==> config.mk <==
export PLATFORM = sky130hd
export DESIGN_NAME = flash_section_lock_guard
export DESIGN_NICKNAME = d
export VERILOG_FILES = /design/src/hdl/flash_guard_pkg.sv /design/src/hdl/flash_req_if.sv /design/src/hdl/flash_addr_decode.sv /design/src/hdl/flash_section_lock_guard.sv
export SDC_FILE = /design/constraint.sdc
export NUM_CORES = 1
export LEC_CHECK = 0
export BUFFER_PORTS_ARGS = -buffer_cell sky130_fd_sc_hd__buf_2
export CORE_MARGIN = 2
export CORE_UTILIZATION = 47
export DETAILED_ROUTE_END_ITERATION = 16
export PLACE_DENSITY = 0.84
export SKIP_LAST_GASP = 1
export SLEW_MARGIN = 10
export SYNTH_ARGS = -nofsm -noshare
export SYNTH_HDL_FRONTEND = slang
export SYNTH_SLANG_ARGS = --single-unit
==> constraint.sdc <==
create_clock -name ref_clk_i -period 3 [get_ports ref_clk_i]
set_input_delay 0.75 -clock ref_clk_i [delete_from_list [all_inputs] [get_ports ref_clk_i]]
set_output_delay 0.75 -clock ref_clk_i [all_outputs]
set_load 0.005 [all_outputs]
==> src/hdl/flash_guard_pkg.sv <==
// Constants shared by the flash section lock guard.
package flash_guard_pkg;

	// ==========================================================
	// Address layout
	localparam int PC_W          = 13;
	localparam int PTR_W         = 16;
	localparam int PAGE_W        = 7;
	localparam int WORD_W        = 6;
	localparam int PTR_PAGE_LSB  = 7;
	localparam int PTR_WORD_LSB  = 1;
	localparam int PTR_BYTE_BIT  = 0;
	localparam logic [PC_W-1:0] STALLING_READ_REGION_START = 13'h1C00;

	// ==========================================================
	// Boot section starts per size code
	localparam logic [PC_W-1:0] BOOT_START_11 = 13'h1F80;
	localparam logic [PC_W-1:0] BOOT_START_10 = 13'h1F00;
	localparam logic [PC_W-1:0] BOOT_START_01 = 13'h1E00;
	localparam logic [PC_W-1:0] BOOT_START_00 = 13'h1C00;
	localparam logic [1:0]      BOOT_SIZE_RST = 2'h0;

	// ==========================================================
	// Lock byte layout
	localparam int BOOT_LOCK_LSB = 4;
	localparam int APP_LOCK_LSB  = 2;
	localparam int MEM_LOCK_LSB  = 0;
	localparam logic [7:0] LOCK_RST = 8'hFF;
	localparam logic [PTR_W-1:0] LOCK_READ_PTR = 16'h0001;
	localparam logic [1:0] LOCK_WINDOW = 2'h3;

	// ==========================================================
	// Lock pair codes
	localparam logic [1:0] MODE_FREE  = 2'h3;
	localparam logic [1:0] MODE_WRITE = 2'h2;
	localparam logic [1:0] MODE_BOTH  = 2'h0;
	localparam logic [1:0] MODE_READ  = 2'h1;

	typedef enum logic [1:0] {
		LR_IDLE  = 2'b00,
		LR_ARMED = 2'b01
	} lock_read_e;

endpackage

==> src/hdl/flash_req_if.sv <==
// Decoded flash request carried between the guard's parts.
`timescale 1ns/1ps
interface flash_req_if;
	import flash_guard_pkg::*;
	logic [PTR_W-1:0] ptr;
	logic [PC_W-1:0]  pc;
	logic [1:0]       boot_size;
	logic [PAGE_W-1:0] page;
	logic [WORD_W-1:0] word;
	logic              byte_sel;
	logic              tgt_boot;
	logic              exe_boot;
	logic              tgt_stalling_read_region;
	modport src (output ptr, pc, boot_size,
		input page, word, byte_sel, tgt_boot, exe_boot, tgt_stalling_read_region);
	modport dec (input ptr, pc, boot_size,
		output page, word, byte_sel, tgt_boot, exe_boot, tgt_stalling_read_region);
endinterface

==> src/hdl/flash_addr_decode.sv <==
// Pointer split and section membership decode.
`timescale 1ns/1ps
module flash_addr_decode
	import flash_guard_pkg::*;
(
	flash_req_if.dec r
);
	function automatic logic [PC_W-1:0] boot_start(input logic [1:0] c);
		unique case (c)
			2'h3: boot_start = BOOT_START_11;
			2'h2: boot_start = BOOT_START_10;
			2'h1: boot_start = BOOT_START_01;
			2'h0: boot_start = BOOT_START_00;
		endcase
	endfunction

	logic [PC_W-1:0] tgt_word;

	// Bits 15:14 never reach the decode.
	assign r.page     = r.ptr[PTR_PAGE_LSB +: PAGE_W];
	assign r.word     = r.ptr[PTR_WORD_LSB +: WORD_W];
	assign r.byte_sel = r.ptr[PTR_BYTE_BIT];
	assign tgt_word   = {r.page, r.word};
	assign r.tgt_boot = tgt_word >= boot_start(r.boot_size);
	assign r.exe_boot = r.pc >= boot_start(r.boot_size);
	assign r.tgt_stalling_read_region = tgt_word >= STALLING_READ_REGION_START;
endmodule

==> src/hdl/flash_section_lock_guard.sv <==
// Flash section lock guard: decides which flash accesses may proceed.
`timescale 1ns/1ps
module flash_section_lock_guard
	import flash_guard_pkg::*;
(
	// Clock and reset
	input  wire logic             ref_clk_i,
	input  wire logic             nrst_i,
	// Nonvolatile values presented at power-up
	input  wire logic [7:0]       lock_nv_i,
	input  wire logic [1:0]       boot_size_nv_i,
	// Lock programming and chip erase
	input  wire logic             lock_prog_i,
	input  wire logic [7:0]       lock_prog_data_i,
	input  wire logic             chip_erase_i,
	// Core requests
	input  wire logic [PTR_W-1:0] ptr_i,
	input  wire logic [PC_W-1:0]  pc_i,
	input  wire logic             spm_req_i,
	input  wire logic             lpm_req_i,
	input  wire logic             lock_set_bit_i,
	input  wire logic             self_program_enable_bit_i,
	input  wire logic             vectors_in_boot_i,
	// Programming port requests
	input  wire logic             ext_prog_req_i,
	input  wire logic             ext_verify_req_i,
	// Decisions
	output logic                  spm_grant_o,
	output logic                  lpm_grant_o,
	output logic                  lock_read_o,
	output logic [7:0]            memory_protection_byte_o,
	output logic                  irq_enable_o,
	output logic                  ext_prog_ok_o,
	output logic                  ext_verify_ok_o,
	output logic                  fuse_locked_o,
	output logic                  boot_lock_frozen_o,
	output logic                  stall_region_o,
	output logic [PAGE_W-1:0]     page_index_o,
	output logic [WORD_W-1:0]     word_in_page_index_o,
	output logic                  byte_sel_o,
	output logic                  bits_cleared_o
);
	// ==========================================================
	// Reset release
	logic [1:0] rst_sync;
	logic       rst_n;
	always_ff @(posedge ref_clk_i or negedge nrst_i) begin
		if (!nrst_i) begin
			rst_sync <= 2'h0;
		end else begin
			rst_sync <= {rst_sync[0], 1'b1};
		end
	end
	assign rst_n = rst_sync[1];

	// ==========================================================
	// Lock and fuse storage
	// Values are captured one cycle after reset release, since an async
	// reset may only load constants.
	logic [7:0] lock;
	logic [1:0] boot_size;
	logic       loaded;
	logic [1:0] mem_mode;
	logic [1:0] app_mode;
	logic [1:0] boot_mode;
	logic       mem_locked_full;

	assign mem_mode  = lock[MEM_LOCK_LSB +: 2];
	assign app_mode  = lock[APP_LOCK_LSB +: 2];
	assign boot_mode = lock[BOOT_LOCK_LSB +: 2];
	assign mem_locked_full = !mem_mode[1];

	always_ff @(posedge ref_clk_i or negedge rst_n) begin
		if (!rst_n) begin
			lock      <= LOCK_RST;
			boot_size <= BOOT_SIZE_RST;
			loaded    <= 1'b0;
		end else if (!loaded) begin
			lock      <= {LOCK_RST[7:6], lock_nv_i[5:0]};
			boot_size <= boot_size_nv_i;
			loaded    <= 1'b1;
		end else if (chip_erase_i) begin
			lock <= LOCK_RST;
		end else if (lock_prog_i) begin
			// Programming only clears bits; boot pair frozen when locked.
			lock[5:0] <= lock[5:0] & lock_prog_data_i[5:0];
			if (mem_locked_full) begin
				lock[5:4] <= lock[5:4];
			end
			// Bits 7:6 stay unprogrammed.
		end
	end

	// ==========================================================
	// Address decode
	flash_req_if req ();
	assign req.ptr       = ptr_i;
	assign req.pc        = pc_i;
	assign req.boot_size = boot_size;
	flash_addr_decode u_dec (
		.r (req.dec)
	);

	// ==========================================================
	// Access decisions
	logic wr_block;
	logic rd_block;
	logic irq_block;

	always_comb begin
		wr_block = 1'b0;
		rd_block = 1'b0;
		if (req.tgt_boot) begin
			wr_block = !boot_mode[0];
			rd_block = !req.exe_boot && !boot_mode[1];
		end else begin
			wr_block = !app_mode[0];
			rd_block = req.exe_boot && !app_mode[1];
		end
	end

	// Interrupts are only masked when vectors sit in the other section.
	assign irq_block = (vectors_in_boot_i && !req.exe_boot &&
		!app_mode[1]) ||
		(!vectors_in_boot_i && req.exe_boot && !boot_mode[1]);

	// ==========================================================
	// Lock byte read window
	lock_read_e lr_state;
	logic [1:0] lr_cnt;
	logic       lock_read_hit;
	logic       lr_expire;
	logic       next_cleared;

	assign lock_read_hit = (lr_state == LR_ARMED) && lpm_req_i &&
		(ptr_i == LOCK_READ_PTR);
	assign lr_expire = (lr_state == LR_ARMED) &&
		(lock_read_hit || lr_cnt == LOCK_WINDOW - 2'h1 || lpm_req_i);
	assign next_cleared = lr_expire;

	always_ff @(posedge ref_clk_i or negedge rst_n) begin
		if (!rst_n) begin
			lr_state <= LR_IDLE;
			lr_cnt   <= 2'h0;
		end else begin
			unique case (lr_state)
				LR_IDLE: begin
					lr_cnt <= 2'h0;
					if (lock_set_bit_i && self_program_enable_bit_i) begin
						lr_state <= LR_ARMED;
					end
				end
				LR_ARMED: begin
					lr_cnt <= lr_cnt + 2'h1;
					if (lr_expire) begin
						lr_state <= LR_IDLE;
					end
				end
			endcase
		end
	end

	// ==========================================================
	// Registered outputs
	// Blocked requests simply see no grant; a blocked read still closes an armed lock window.
	always_ff @(posedge ref_clk_i or negedge rst_n) begin
		if (!rst_n) begin
			spm_grant_o              <= 1'b0;
			lpm_grant_o              <= 1'b0;
			lock_read_o              <= 1'b0;
			memory_protection_byte_o <= LOCK_RST;
			irq_enable_o             <= 1'b0;
			bits_cleared_o           <= 1'b0;
		end else begin
			spm_grant_o <= spm_req_i && loaded && !wr_block &&
				(ptr_i[PTR_BYTE_BIT] == 1'b0);
			lpm_grant_o <= lpm_req_i && loaded && !rd_block &&
				!lock_read_hit;
			lock_read_o <= lock_read_hit;
			memory_protection_byte_o <= lock;
			irq_enable_o   <= loaded && !irq_block;
			bits_cleared_o <= next_cleared;
		end
	end

	always_ff @(posedge ref_clk_i or negedge rst_n) begin
		if (!rst_n) begin
			ext_prog_ok_o      <= 1'b0;
			ext_verify_ok_o    <= 1'b0;
			fuse_locked_o      <= 1'b1;
			boot_lock_frozen_o <= 1'b1;
		end else begin
			ext_prog_ok_o   <= ext_prog_req_i && loaded &&
				mem_mode == MODE_FREE;
			ext_verify_ok_o <= ext_verify_req_i && loaded &&
				!mem_locked_full;
			fuse_locked_o      <= !loaded || mem_mode != MODE_FREE;
			boot_lock_frozen_o <= !loaded || mem_locked_full;
		end
	end

	always_ff @(posedge ref_clk_i or negedge rst_n) begin
		if (!rst_n) begin
			stall_region_o       <= 1'b0;
			page_index_o         <= '0;
			word_in_page_index_o <= '0;
			byte_sel_o           <= 1'b0;
		end else begin
			stall_region_o       <= req.tgt_stalling_read_region;
			page_index_o         <= req.page;
			word_in_page_index_o <= req.word;
			byte_sel_o           <= req.byte_sel;
		end
	end

	// ==========================================================
	// Checks on core requests
	// Grants are judged one edge after the request that they answer.
	app_write_blk_a: assert property (
		@(posedge ref_clk_i) disable iff (!rst_n)
		(loaded && spm_req_i && !req.tgt_boot && !app_mode[0])
		|=> !spm_grant_o) else $error("app write passed");
	boot_write_blk_a: assert property (
		@(posedge ref_clk_i) disable iff (!rst_n)
		(loaded && spm_req_i && req.tgt_boot && !boot_mode[0])
		|=> !spm_grant_o) else $error("boot write passed");
	app_read_blk_a: assert property (
		@(posedge ref_clk_i) disable iff (!rst_n)
		(lpm_req_i && req.exe_boot && !req.tgt_boot && !app_mode[1])
		|=> !lpm_grant_o) else $error("app read passed");
	boot_read_blk_a: assert property (
		@(posedge ref_clk_i) disable iff (!rst_n)
		(lpm_req_i && !req.exe_boot && req.tgt_boot && !boot_mode[1])
		|=> !lpm_grant_o) else $error("boot read passed");
	free_write_a: assert property (
		@(posedge ref_clk_i) disable iff (!rst_n)
		(loaded && spm_req_i && lock[5:2] == 4'hF && !ptr_i[0])
		|=> spm_grant_o) else $error("free write refused");
	app_irq_a: assert property (
		@(posedge ref_clk_i) disable iff (!rst_n)
		(loaded && vectors_in_boot_i && !req.exe_boot && !app_mode[1])
		|=> !irq_enable_o) else $error("app irq not masked");
	boot_irq_a: assert property (
		@(posedge ref_clk_i) disable iff (!rst_n)
		(loaded && !vectors_in_boot_i && req.exe_boot && !boot_mode[1])
		|=> !irq_enable_o) else $error("boot irq not masked");

	// ==========================================================
	// Checks on the programming port and lock storage
	ext_prog_a: assert property (
		@(posedge ref_clk_i) disable iff (!rst_n)
		(ext_prog_req_i && mem_mode != MODE_FREE)
		|=> !ext_prog_ok_o) else $error("locked prog passed");
	free_prog_a: assert property (
		@(posedge ref_clk_i) disable iff (!rst_n)
		(loaded && ext_prog_req_i && mem_mode == MODE_FREE)
		|=> ext_prog_ok_o) else $error("free prog refused");
	ext_verify_a: assert property (
		@(posedge ref_clk_i) disable iff (!rst_n)
		(ext_verify_req_i && !mem_mode[1])
		|=> !ext_verify_ok_o) else $error("locked verify");
	fuse_lock_a: assert property (
		@(posedge ref_clk_i) disable iff (!rst_n)
		(mem_mode != MODE_FREE)
		|=> fuse_locked_o) else $error("fuses left open");
	boot_freeze_a: assert property (
		@(posedge ref_clk_i) disable iff (!rst_n)
		(loaded && lock_prog_i && !chip_erase_i && mem_locked_full)
		|=> lock[BOOT_LOCK_LSB +: 2] == $past(lock[BOOT_LOCK_LSB +: 2]))
		else $error("boot pair changed");
	lock_clear_a: assert property (
		@(posedge ref_clk_i) disable iff (!rst_n)
		(loaded && !chip_erase_i)
		|=> (lock | $past(lock)) == $past(lock)) else $error("lock bit set");
	erase_restore_a: assert property (
		@(posedge ref_clk_i) disable iff (!rst_n)
		(loaded && chip_erase_i)
		|-> ##2 memory_protection_byte_o == LOCK_RST) else $error("erase failed");
	spare_bits_a: assert property (
		@(posedge ref_clk_i) disable iff (!rst_n)
		loaded
		|-> lock[7:6] == LOCK_RST[7:6]) else $error("spare bits programmed");
	size_held_a: assert property (
		@(posedge ref_clk_i) disable iff (!rst_n)
		loaded
		|=> $stable(boot_size)) else $error("boot size moved");

	// ==========================================================
	// Checks on the lock byte read window
	// A counter bounds the window, since a long repetition would be slow.
	logic [2:0] armed_len;
	always_ff @(posedge ref_clk_i or negedge rst_n) begin
		if (!rst_n) begin
			armed_len <= 3'h0;
		end else if (lr_state == LR_ARMED) begin
			armed_len <= armed_len + 3'h1;
		end else begin
			armed_len <= 3'h0;
		end
	end
	lock_window_a: assert property (
		@(posedge ref_clk_i) disable iff (!rst_n)
		(lr_state == LR_IDLE) ##1 (lr_state == LR_ARMED)
		|-> ##[1:3] (lr_state == LR_IDLE)) else $error("window");
	window_len_a: assert property (
		@(posedge ref_clk_i) disable iff (!rst_n)
		1'b1
		|-> armed_len <= {1'b0, LOCK_WINDOW}) else $error("window too long");
	lock_hit_a: assert property (
		@(posedge ref_clk_i) disable iff (!rst_n)
		lock_read_hit
		|=> lock_read_o && bits_cleared_o && !lpm_grant_o) else $error("hit");
	no_window_a: assert property (
		@(posedge ref_clk_i) disable iff (!rst_n)
		(lr_state == LR_IDLE)
		|=> !lock_read_o) else $error("lock read unarmed");

	// ==========================================================
	// Checks on the pointer fields
	page_map_a: assert property (
		@(posedge ref_clk_i) disable iff (!rst_n)
		1'b1 |=> page_index_o == $past(ptr_i[13:7]))
		else $error("page field");
	word_map_a: assert property (
		@(posedge ref_clk_i) disable iff (!rst_n)
		1'b1 |=> word_in_page_index_o == $past(ptr_i[6:1]))
		else $error("word field");
	byte_map_a: assert property (
		@(posedge ref_clk_i) disable iff (!rst_n)
		1'b1 |=> byte_sel_o == $past(ptr_i[0]))
		else $error("byte select");
	stall_map_a: assert property (
		@(posedge ref_clk_i) disable iff (!rst_n)
		1'b1 |=> stall_region_o == ($past(ptr_i[13:1]) >= STALLING_READ_REGION_START))
		else $error("stall region");
endmodule
==> flow_metrics.tcl, run 1 <==
set metrics [dict create \
    status "finished, final reports clean" \
    drt_pre_antenna_iters 6 \
    via_per_inst 4.83 \
    numCtsBuffers 5 \
    yosys.area_share.simple 0.154 \
    synthTopCellsByArea "dfrtp_1, dfstp_2, ha_1, a21oi_1, nor2_1" \
    rows 21 \
    finalCriticalPeriod_ns 1.92 \
    post_cts_buffers 0 \
    startpoint_type "flip-flop" \
    hpwl_um 2650 \
    tightest_slew_ns 0.867 \
    max-cap-violations 0 \
    synth_top_family_by_area "simple AND/OR/NAND/NOR gates" \
    yosys.area.top_type "dfrtp_1" \
    synth_seq_cells 44 \
    synth.cell_area_um2 1650 \
    setup_tns_ns 0 \
    clock_sinks 44 \
    synthFlopType "dfrtp_1" \
    seqCellArea_um2 1120 \
    cp-end-kind "flip-flop" \
    coreArea_um2 3360 \
    htreeDepth 2 \
    ys_seq_area_frac 0.677 \
    die_w_um 63.3 \
    synth_warnings 0 \
    rsz0062_at_grt "false" \
    cts.repair.resized 0 \
    setup_viol 0 \
    routedWlPerCell_um 12.6 \
    synth_adder_area_share 0.0530 \
    synth_top_cell_area_share 0.454 \
    synth_xor_area_frac 0 \
    synth.area.mux_share 0.0197 \
    tritoncts "yes" \
    drv_slew 0 \
    fp.dieH_um 63.3 \
    grt_max_degree 43 \
    synth_cell_types 31 \
    insertion_delay_ns 0.34 \
    grt_overflow_total 0 \
    grt_pass1_vias 1269 \
    final_area_um2 2210 \
    ir_drop_mv 0.379 \
    routed_wl_um 3330 \
    ios 90 \
    clk_pin_slew_worst_paths_ns 0.12 \
    critPathRequiredTime_ns 3.26 \
    syn-instance-count 127 \
    drive_above_1_share 0.514 \
    vias 1275 \
    p_sw_mw 0.263 \
    worstSetupPathType "flip-flop to flip-flop" \
    syn_area_per_cell_um2 13.0 \
    track_usage 0.178 \
    fill_cells 273 \
    hold_violations 0 \
    cp.arrival_ns 2.17 \
    num_antenna_cells 0 \
    gp_congestion 0.874 \
    sequentialPowerShare 0.563 \
    swShare 0.219 \
    hp-class "input pin to async pin" \
    path_max_fanout 4 \
    max_freq_mhz 522 \
    synth-compound-area-share 0.0674 \
    antenna_found_initial 0 \
    slew_headroom 0.422 \
    multi_input_area_um2 500 \
    cts_hold_buffers 0 \
    start_util 0.491 \
    drcViolationCount 0 \
    drt_iter0_markers 76 \
    clockBufferDepth 2 \
    syn2layout_area_growth_pct 34.0 \
    post-synth-top-count-cell "dfrtp_1" \
    io_buffers 83 \
    power.density_nw_per_um2 542 \
    leakage_nw 1.14 \
    finalCritPeriodShare 0.639 \
    skew_ns 0.0115 \
    cts-root-buf "clkbuf_4" \
    p_comb_frac 0.110 \
    grt_pass1_wl_um 5480 \
    antenna_left 0 \
    die_area_um2 4010 \
    postPlaceCellArea_um2 2120 \
    p_int_mw 0.937 \
    synth_edf_count 0 \
    synth_common_cells "dfrtp_1, dfstp_2, nor2_1" \
    pwr-share-clk 0.327 \
    synthArstFlopShare 1.00 \
    final_nets 282 \
]
kinds of logic (layout without fill, tap and decap cells):
family          after synthesis  count (layout)
simple gates                 42              42
flops                        44              44
mux                           3               3
compound gates               20              20
fa+ha+maj                     7               7
buf+inv                      10              98
other cells                   1               4
metal layers:
layer / global-route usage / up-vias / wire (µm)
met5: 0 / - / 0
li1: - / 613 / -
met4: 0.0978 / 0 / 103
met1: 0.213 / 598 / 1400
met3: 0.0411 / 10 / 195
met2: 0.297 / 54 / 1620
worst paths after layout:
path	from	to	slack, ns	cells after the start
min	nrst_i	rst_sync[1]	0.17	1
max in group asynchronous	rst_sync[1]	boot_size[1]	2.07	0
min in group ref_clk_i	rst_sync[0]	rst_sync[1]	0.37	0
max reg2reg	boot_size[0]	lpm_grant_o	1.08	7
max	boot_size[0]	lpm_grant_o	1.08	7
min reg2reg	rst_sync[0]	rst_sync[1]	0.37	0
sequential cells by signal, summed over array words and instances (netlist names), 2 cells and up:
signal,flops
boot_size,2
lock,6
lr_cnt,2
rst_sync,2
memory_protection_byte_o,6
page_index_o,7
word_in_page_index_o,6
cell type report:
class	instances	area share
sequential	44	0.506
clock inverter	1	0.0136
multi-input combinational	76	0.226
clock buffer	7	0.0294
tap	46	0.0260
timing repair buffer	83	0.188
inverter	7	0.0119
power groups by stage:
stage / Combinational [mW] / Sequential (mW) / Clock, mW
after floorplan: 0.0571 / 0.682 / 0
after global placement: 0.128 / 0.685 / 0
after detailed placement: 0.133 / 0.688 / 0
after CTS: 0.133 / 0.677 / 0.402
after global routing: 0.148 / 0.683 / 0.437
final: 0.132 / 0.676 / 0.392
placed cells by master, fill, tap and decap left out, types with 2 or more instances in the layout:
master / netlist / layout
and3_1: 3 / 3
nand2_1: 8 / 8
nor4_1: 2 / 2
mux2_2: 2 / 2
o21ai_0: 7 / 7
clkbuf_8: 0 / 2
a21oi_1: 9 / 9
nor2_1: 10 / 10
conb_1: 1 / 4
nand3_1: 3 / 3
buf_2: 0 / 83
dfstp_2: 14 / 14
ha_1: 7 / 7
nor3_1: 2 / 2
inv_1: 7 / 7
nor4_2: 2 / 2
nor2b_1: 4 / 4
clkbuf_4: 0 / 5
dfrtp_1: 30 / 29
critical path, stage by stage, from the launching register on:
cell,delay (ns)
dfrtp_1,0.41
and2_1,0.19
ha_1,0.26
nor4b_1,0.22
nand4_1,0.12
a21oi_1,0.33
nor3_1,0.10
nor4_2,0.22
metrics by stage:
stage	util	std cells	power, mW	setup WS (ns)	hold WS, ns
after CTS	0.658	264	1.21	1.05	0.161
after global routing	0.658	264	1.27	0.938	0.138
after global placement	0.630	256	0.814	0.790	0.342
final	0.658	264	1.20	1.08	0.174
after detailed placement	0.630	256	0.820	0.734	0.340
after floorplan	-	130	0.739	1.01	0.331
Note: power is estimated with default switching activity, not from simulation.
==> run 2, diff against run 1 <==
--- a/config.mk
+++ b/config.mk
@@ -7,9 +7,9 @@
 export LEC_CHECK = 0
 export BUFFER_PORTS_ARGS = -buffer_cell sky130_fd_sc_hd__buf_2
 export CORE_MARGIN = 2
-export CORE_UTILIZATION = 47
+export CORE_UTILIZATION = 43
 export DETAILED_ROUTE_END_ITERATION = 16
-export PLACE_DENSITY = 0.84
+export PLACE_DENSITY = 0.78
 export SKIP_LAST_GASP = 1
 export SLEW_MARGIN = 10
 export SYNTH_ARGS = -nofsm -noshare
==> constraint.sdc (replaced) <==
create_clock -name ref_clk_i -period 1.89 [get_ports ref_clk_i]
set_input_delay 0.4725 -clock ref_clk_i [delete_from_list [all_inputs] [get_ports ref_clk_i]]
set_output_delay 0.4725 -clock ref_clk_i [all_outputs]
set_load 0.005 [all_outputs]
==> flow_metrics.tcl, run 2 (synthesis results as in run 1) <==
set metrics [dict create \
    clk_pin_slew_worst_paths_ns 0.08 \
    p_int_mw 1.48 \
    via_per_inst 4.67 \
    cts-root-buf "clkbuf_8" \
    final_area_um2 2270 \
    r2r_slack_ns 0.06 \
    final_cell_mix "buf_2, dfrtp_1, dfstp_2, nor2_1" \
    dp_slack_ns -0.0815 \
    final_nets 285 \
    leakage_nw 1.16 \
    finalCritPeriodShare 0.966 \
    hp-class "input pin to flip-flop" \
    grt_overflow_total 0 \
    num_antenna_cells 0 \
    layout_commonest_cell "buf_2" \
    hpwl_um 2720 \
    drive_above_1_share 0.529 \
    ir_drop_mv 0.501 \
    hold-path-endpoint "word_in_page_index_o[5]" \
    grt_use_met2 0.285 \
    hold_violations 0 \
    top_usage_layer "met2" \
    rows 22 \
    routedWlPerCell_um 13.1 \
    max-cap-violations 0 \
    grt_pass1_vias 1253 \
    antenna_left 0 \
    ios 90 \
    critPathRequiredTime_ns 2.08 \
    die_area_um2 4360 \
    r2r-start "boot_size[0]" \
    status "finished, final reports clean" \
    tightest_slew_ns 0.508 \
    p_sw_mw 0.430 \
    track_usage 0.174 \
    grt_pass1_wl_um 5660 \
    post-route-worst-setup-slack_ns 0.0649 \
    top_register "page_index_o" \
    clockBufferDepth 2 \
    grt_use_met3 0.0613 \
    die_w_um 66 \
    pwr-share-clk 0.320 \
    slew_headroom 0.661 \
    sequentialPowerShare 0.552 \
    antenna_found_initial 0 \
    drt_iter0_markers 41 \
    io_buffers 83 \
    hold_path_depth 1 \
    syn2layout_area_growth_pct 37.6 \
    setup_tns_ns 0 \
    fp.dieH_um 66 \
    dp_cells 260 \
    vias 1255 \
    hold_start "ptr_i[6]" \
    p_comb_frac 0.127 \
    insertion_delay_ns 0.29 \
    worstSetupPathType "flip-flop to flip-flop" \
    skew_ns 0.00490 \
    reg2reg_depth 7 \
    path_max_fanout 4 \
    htreeDepth 2 \
    largest_reg_flops 7 \
    drv_slew 0 \
    start_util 0.448 \
    r2r-end "lpm_grant_o" \
    tritoncts "yes" \
    drcViolationCount 0 \
    clock_sinks 44 \
    cp-end-kind "flip-flop" \
    max_freq_mhz 548 \
    grt_max_degree 43 \
    finalCriticalPeriod_ns 1.83 \
    setup_viol 0 \
    gp_congestion 0.791 \
    use_met1 0.213 \
    numCtsBuffers 5 \
    drt_pre_antenna_iters 4 \
    final_util 0.617 \
    postPlaceCellArea_um2 2140 \
    routed_wl_um 3520 \
    cp.arrival_ns 2.02 \
    coreArea_um2 3690 \
    startpoint_type "flip-flop" \
    final_cells 269 \
    power.density_nw_per_um2 839 \
    swShare 0.225 \
]
==> run 2: cell type report <==
cell class	count	area, µm²
Multi-Input combinational cell	76	528
Clock buffer	8	100
Inverter	7	26.3
Timing Repair Buffer	86	440
Fill cell	328	1410
Tap cell	48	60.1
Sequential cell	44	1120
==> run 2: worst max-delay path by stage <==
stage | cells past startpoint | to | from
2_1_floorplan | 5 | lpm_grant_o | ptr_i[5]
3_3_place_gp | 6 | lpm_grant_o | ptr_i[5]
3_5_place_dp | 6 | lpm_grant_o | ptr_i[5]
4_1_cts | 7 | lpm_grant_o | boot_size[1]
5_1_grt | 7 | lpm_grant_o | boot_size[0]
6_report | 7 | lpm_grant_o | boot_size[0]
==> run 2: power by group through the flow <==
| stage | clock network, mW | registers (mW) | logic [mW] |
|---|---|---|---|
| after global placement | 0 | 1.07 | 0.226 |
| final | 0.611 | 1.05 | 0.243 |
| after CTS | 0.634 | 1.05 | 0.239 |
| after detailed placement | 0 | 1.07 | 0.236 |
| after global routing | 0.682 | 1.06 | 0.276 |
| after floorplan | 0 | 1.08 | 0.0907 |
==> run 2: layer usage <==
layer	routed length [µm]	up-vias
met5	0	-
met4	55	0
met3	316	6
met2	1700	60
met1	1450	573
li1	-	616
==> run 2: critical path, stage by stage, from the launching register on <==
cell and delay, ns:
dfrtp_1 0.40, and2_1 0.19, ha_1 0.29, nor4b_4 0.19, nand4_1 0.15, a21oi_2 0.21
nor3_1 0.08, nor4_2 0.22
==> run 2: repair_timing <==
action,in CTS,in global routing
setup buffers,0,0
pin swaps,0,1
gates resized for setup,1,4
hold endpoints to repair,2,0
endpoints found under the setup margin,1,3
hold buffers,1,0
==> run 2: through the flow <==
| step | total power, mW | hold WS [ns] |
|---|---|---|
| floorplan | 1.17 | 0.177 |
| detailed placement | 1.31 | 0.262 |
| CTS | 1.93 | 0.300 |
| global route | 2.02 | 0.288 |
| finish | 1.91 | 0.305 |
| global placement | 1.30 | 0.261 |
==> run 3, diff against run 2 <==
==> constraint.sdc (replaced) <==
create_clock -name ref_clk_i -period 1.89 [get_ports ref_clk_i]
set_input_delay 0.0945 -clock ref_clk_i [delete_from_list [all_inputs] [get_ports ref_clk_i]]
set_output_delay 0.0945 -clock ref_clk_i [all_outputs]
set_load 0.005 [all_outputs]
==> flow_metrics.tcl, run 3 (synthesis results as in run 1) <==
set metrics [dict create \
    io_buffers 83 \
    drv_slew 0 \
    max_stage_delay_ns 0.42 \
    critPathRequiredTime_ns 2.08 \
    final_cell_mix "buf_2, dfrtp_1, dlygate4sd3_1, dfstp_2, nor2_1" \
    hold_violations 0 \
    leakage_nw 1.25 \
    r2r-start "boot_size[1]" \
    total_power_mw 1.92 \
    fill_cells 305 \
    power.density_nw_per_um2 782 \
    routed_wl_um 3820 \
    htreeDepth 2 \
    fp.dieH_um 66 \
    grt_pass1_wl_um 5840 \
    grt_overflow_total 0 \
    syn2layout_area_growth_pct 48.4 \
    skew_ns 0.00516 \
    top_usage_layer "met2" \
    gp_congestion 0.727 \
    cts-root-buf "clkbuf_8" \
    antenna_found_initial 0 \
    path_max_fanout 4 \
    ios 90 \
    track_usage 0.183 \
    worstSetupPathType "flip-flop to flip-flop" \
    max-cap-violations 0 \
    hold_start "lock_nv_i[4]" \
    ir_drop_mv 0.383 \
    coreArea_um2 3690 \
    cp_slowest_cell "dfrtp_1" \
    cp-end-kind "flip-flop" \
    hpwl_um 2670 \
    drive_above_1_share 0.489 \
    startpoint "boot_size[1]" \
    grt_pass1_vias 1405 \
    max_freq_mhz 545 \
    via_per_inst 4.73 \
    layout_commonest_cell "buf_2" \
    final_nets 299 \
    die_area_um2 4360 \
    clockBufferDepth 2 \
    insertion_delay_ns 0.30 \
    drcViolationCount 0 \
    cp_top_family "compound AO/OA/AOI/OAI gates" \
    finalCritPeriodShare 0.970 \
    largest_reg_flops 7 \
    crit_chain "nor2_2 -> ha_1 -> a21oi_1 -> a21boi_0 -> a31oi_4 -> buf_4 -> mux2i_1 -> nor3_1" \
    num_antenna_cells 0 \
    crit_buf_inv 1 \
    setup_viol 0 \
    clk_pin_slew_worst_paths_ns 0.08 \
    grt_max_degree 25 \
    dp_cells 260 \
    drt_iter0_markers 44 \
    top_register "page_index_o" \
    final_cells 283 \
    finalCriticalPeriod_ns 1.83 \
    grt_use_met2 0.309 \
    start_util 0.448 \
    antenna_left 0 \
    grt_use_met3 0.0511 \
    use_met1 0.206 \
    routedWlPerCell_um 13.5 \
    tritoncts "yes" \
    vias 1339 \
    clock_sinks 44 \
    rows 22 \
    numCtsBuffers 5 \
    startpoint_type "flip-flop" \
    drt_pre_antenna_iters 4 \
    die_w_um 66 \
    cp.arrival_ns 2.02 \
    status "finished, final reports clean" \
    hp-class "input pin to flip-flop" \
]
==> run 3: path summary, 6_finish.rpt <==
| kind | slack (ns) | to | cells after the start |
|---|---|---|---|
| min in group asynchronous | 0.10 | rst_sync[0] | 2 |
| worst max-delay path | 0.06 | spm_grant_o | 8 |
| max in group asynchronous | 1.15 | fuse_locked_o | 1 |
| worst min-delay path | 0.007 | lock[4] | 3 |
| worst max register to register | 0.06 | spm_grant_o | 8 |
| worst min register to register | 0.21 | loaded | 0 |
==> run 3: cell type report <==
type | count | area, µm² | area share
Multi-Input combinational cell | 76 | 537 | 0.219
Timing Repair Buffer | 100 | 618 | 0.252
Inverter | 7 | 26.3 | 0.0107
Clock buffer | 6 | 82.6 | 0.0337
Clock inverter | 2 | 10.0 | 0.00408
Tap cell | 48 | 60.1 | 0.0245
Sequential cell | 44 | 1120 | 0.456
==> run 3: what timing repair did <==
action | in CTS | in global routing
hold endpoints to repair | 19 | 0
setup buffers | 0 | 1
hold buffers | 18 | 0
setup endpoints to repair | 1 | 3
pin swaps | 0 | 5
resized for setup | 1 | 8
==> run 3: where the power goes <==
part	switching, mW	internal (mW)	leakage [nW]
registers	0.0397	1.02	0.514
logic	0.120	0.148	0.687
clock network	0.298	0.291	0.0510
total	0.457	1.46	1.25
==> run 3: per-stage QoR <==
| stage | hold slack [ns] | worst slack [ns] | util | instance area [µm²] | TNS (ns) |
|---|---|---|---|---|---|
| after global placement | -0.118 | 0.0642 | 0.583 | 2150 | 0 |
| after detailed placement | -0.117 | 0.0154 | 0.583 | 2150 | 0 |
| after CTS | 0.00476 | 0.0560 | 0.658 | 2430 | 0 |
| after global routing | 0.0239 | -0.0535 | 0.665 | 2450 | -0.0964 |
| after floorplan | -0.201 | 0.194 | - | 1660 | 0 |
| final | 0.00748 | 0.0565 | 0.665 | 2450 | 0 |
==> run 3: worst reg2reg max path: cells and delay by family (launching register included) <==
kind	cells	cell delay, ns
buf+inv	1	0.14
mux	1	0.17
flops	1	0.42
simple gates	2	0.24
compound gates	3	0.49
fa+ha+maj	1	0.27
==> run 3: routing by layer <==
metal,routed length [µm],part of all wire
met1,1500,0.39
met2,1950,0.51
met3,269,0.070
met4,102,0.027
met5,0,0
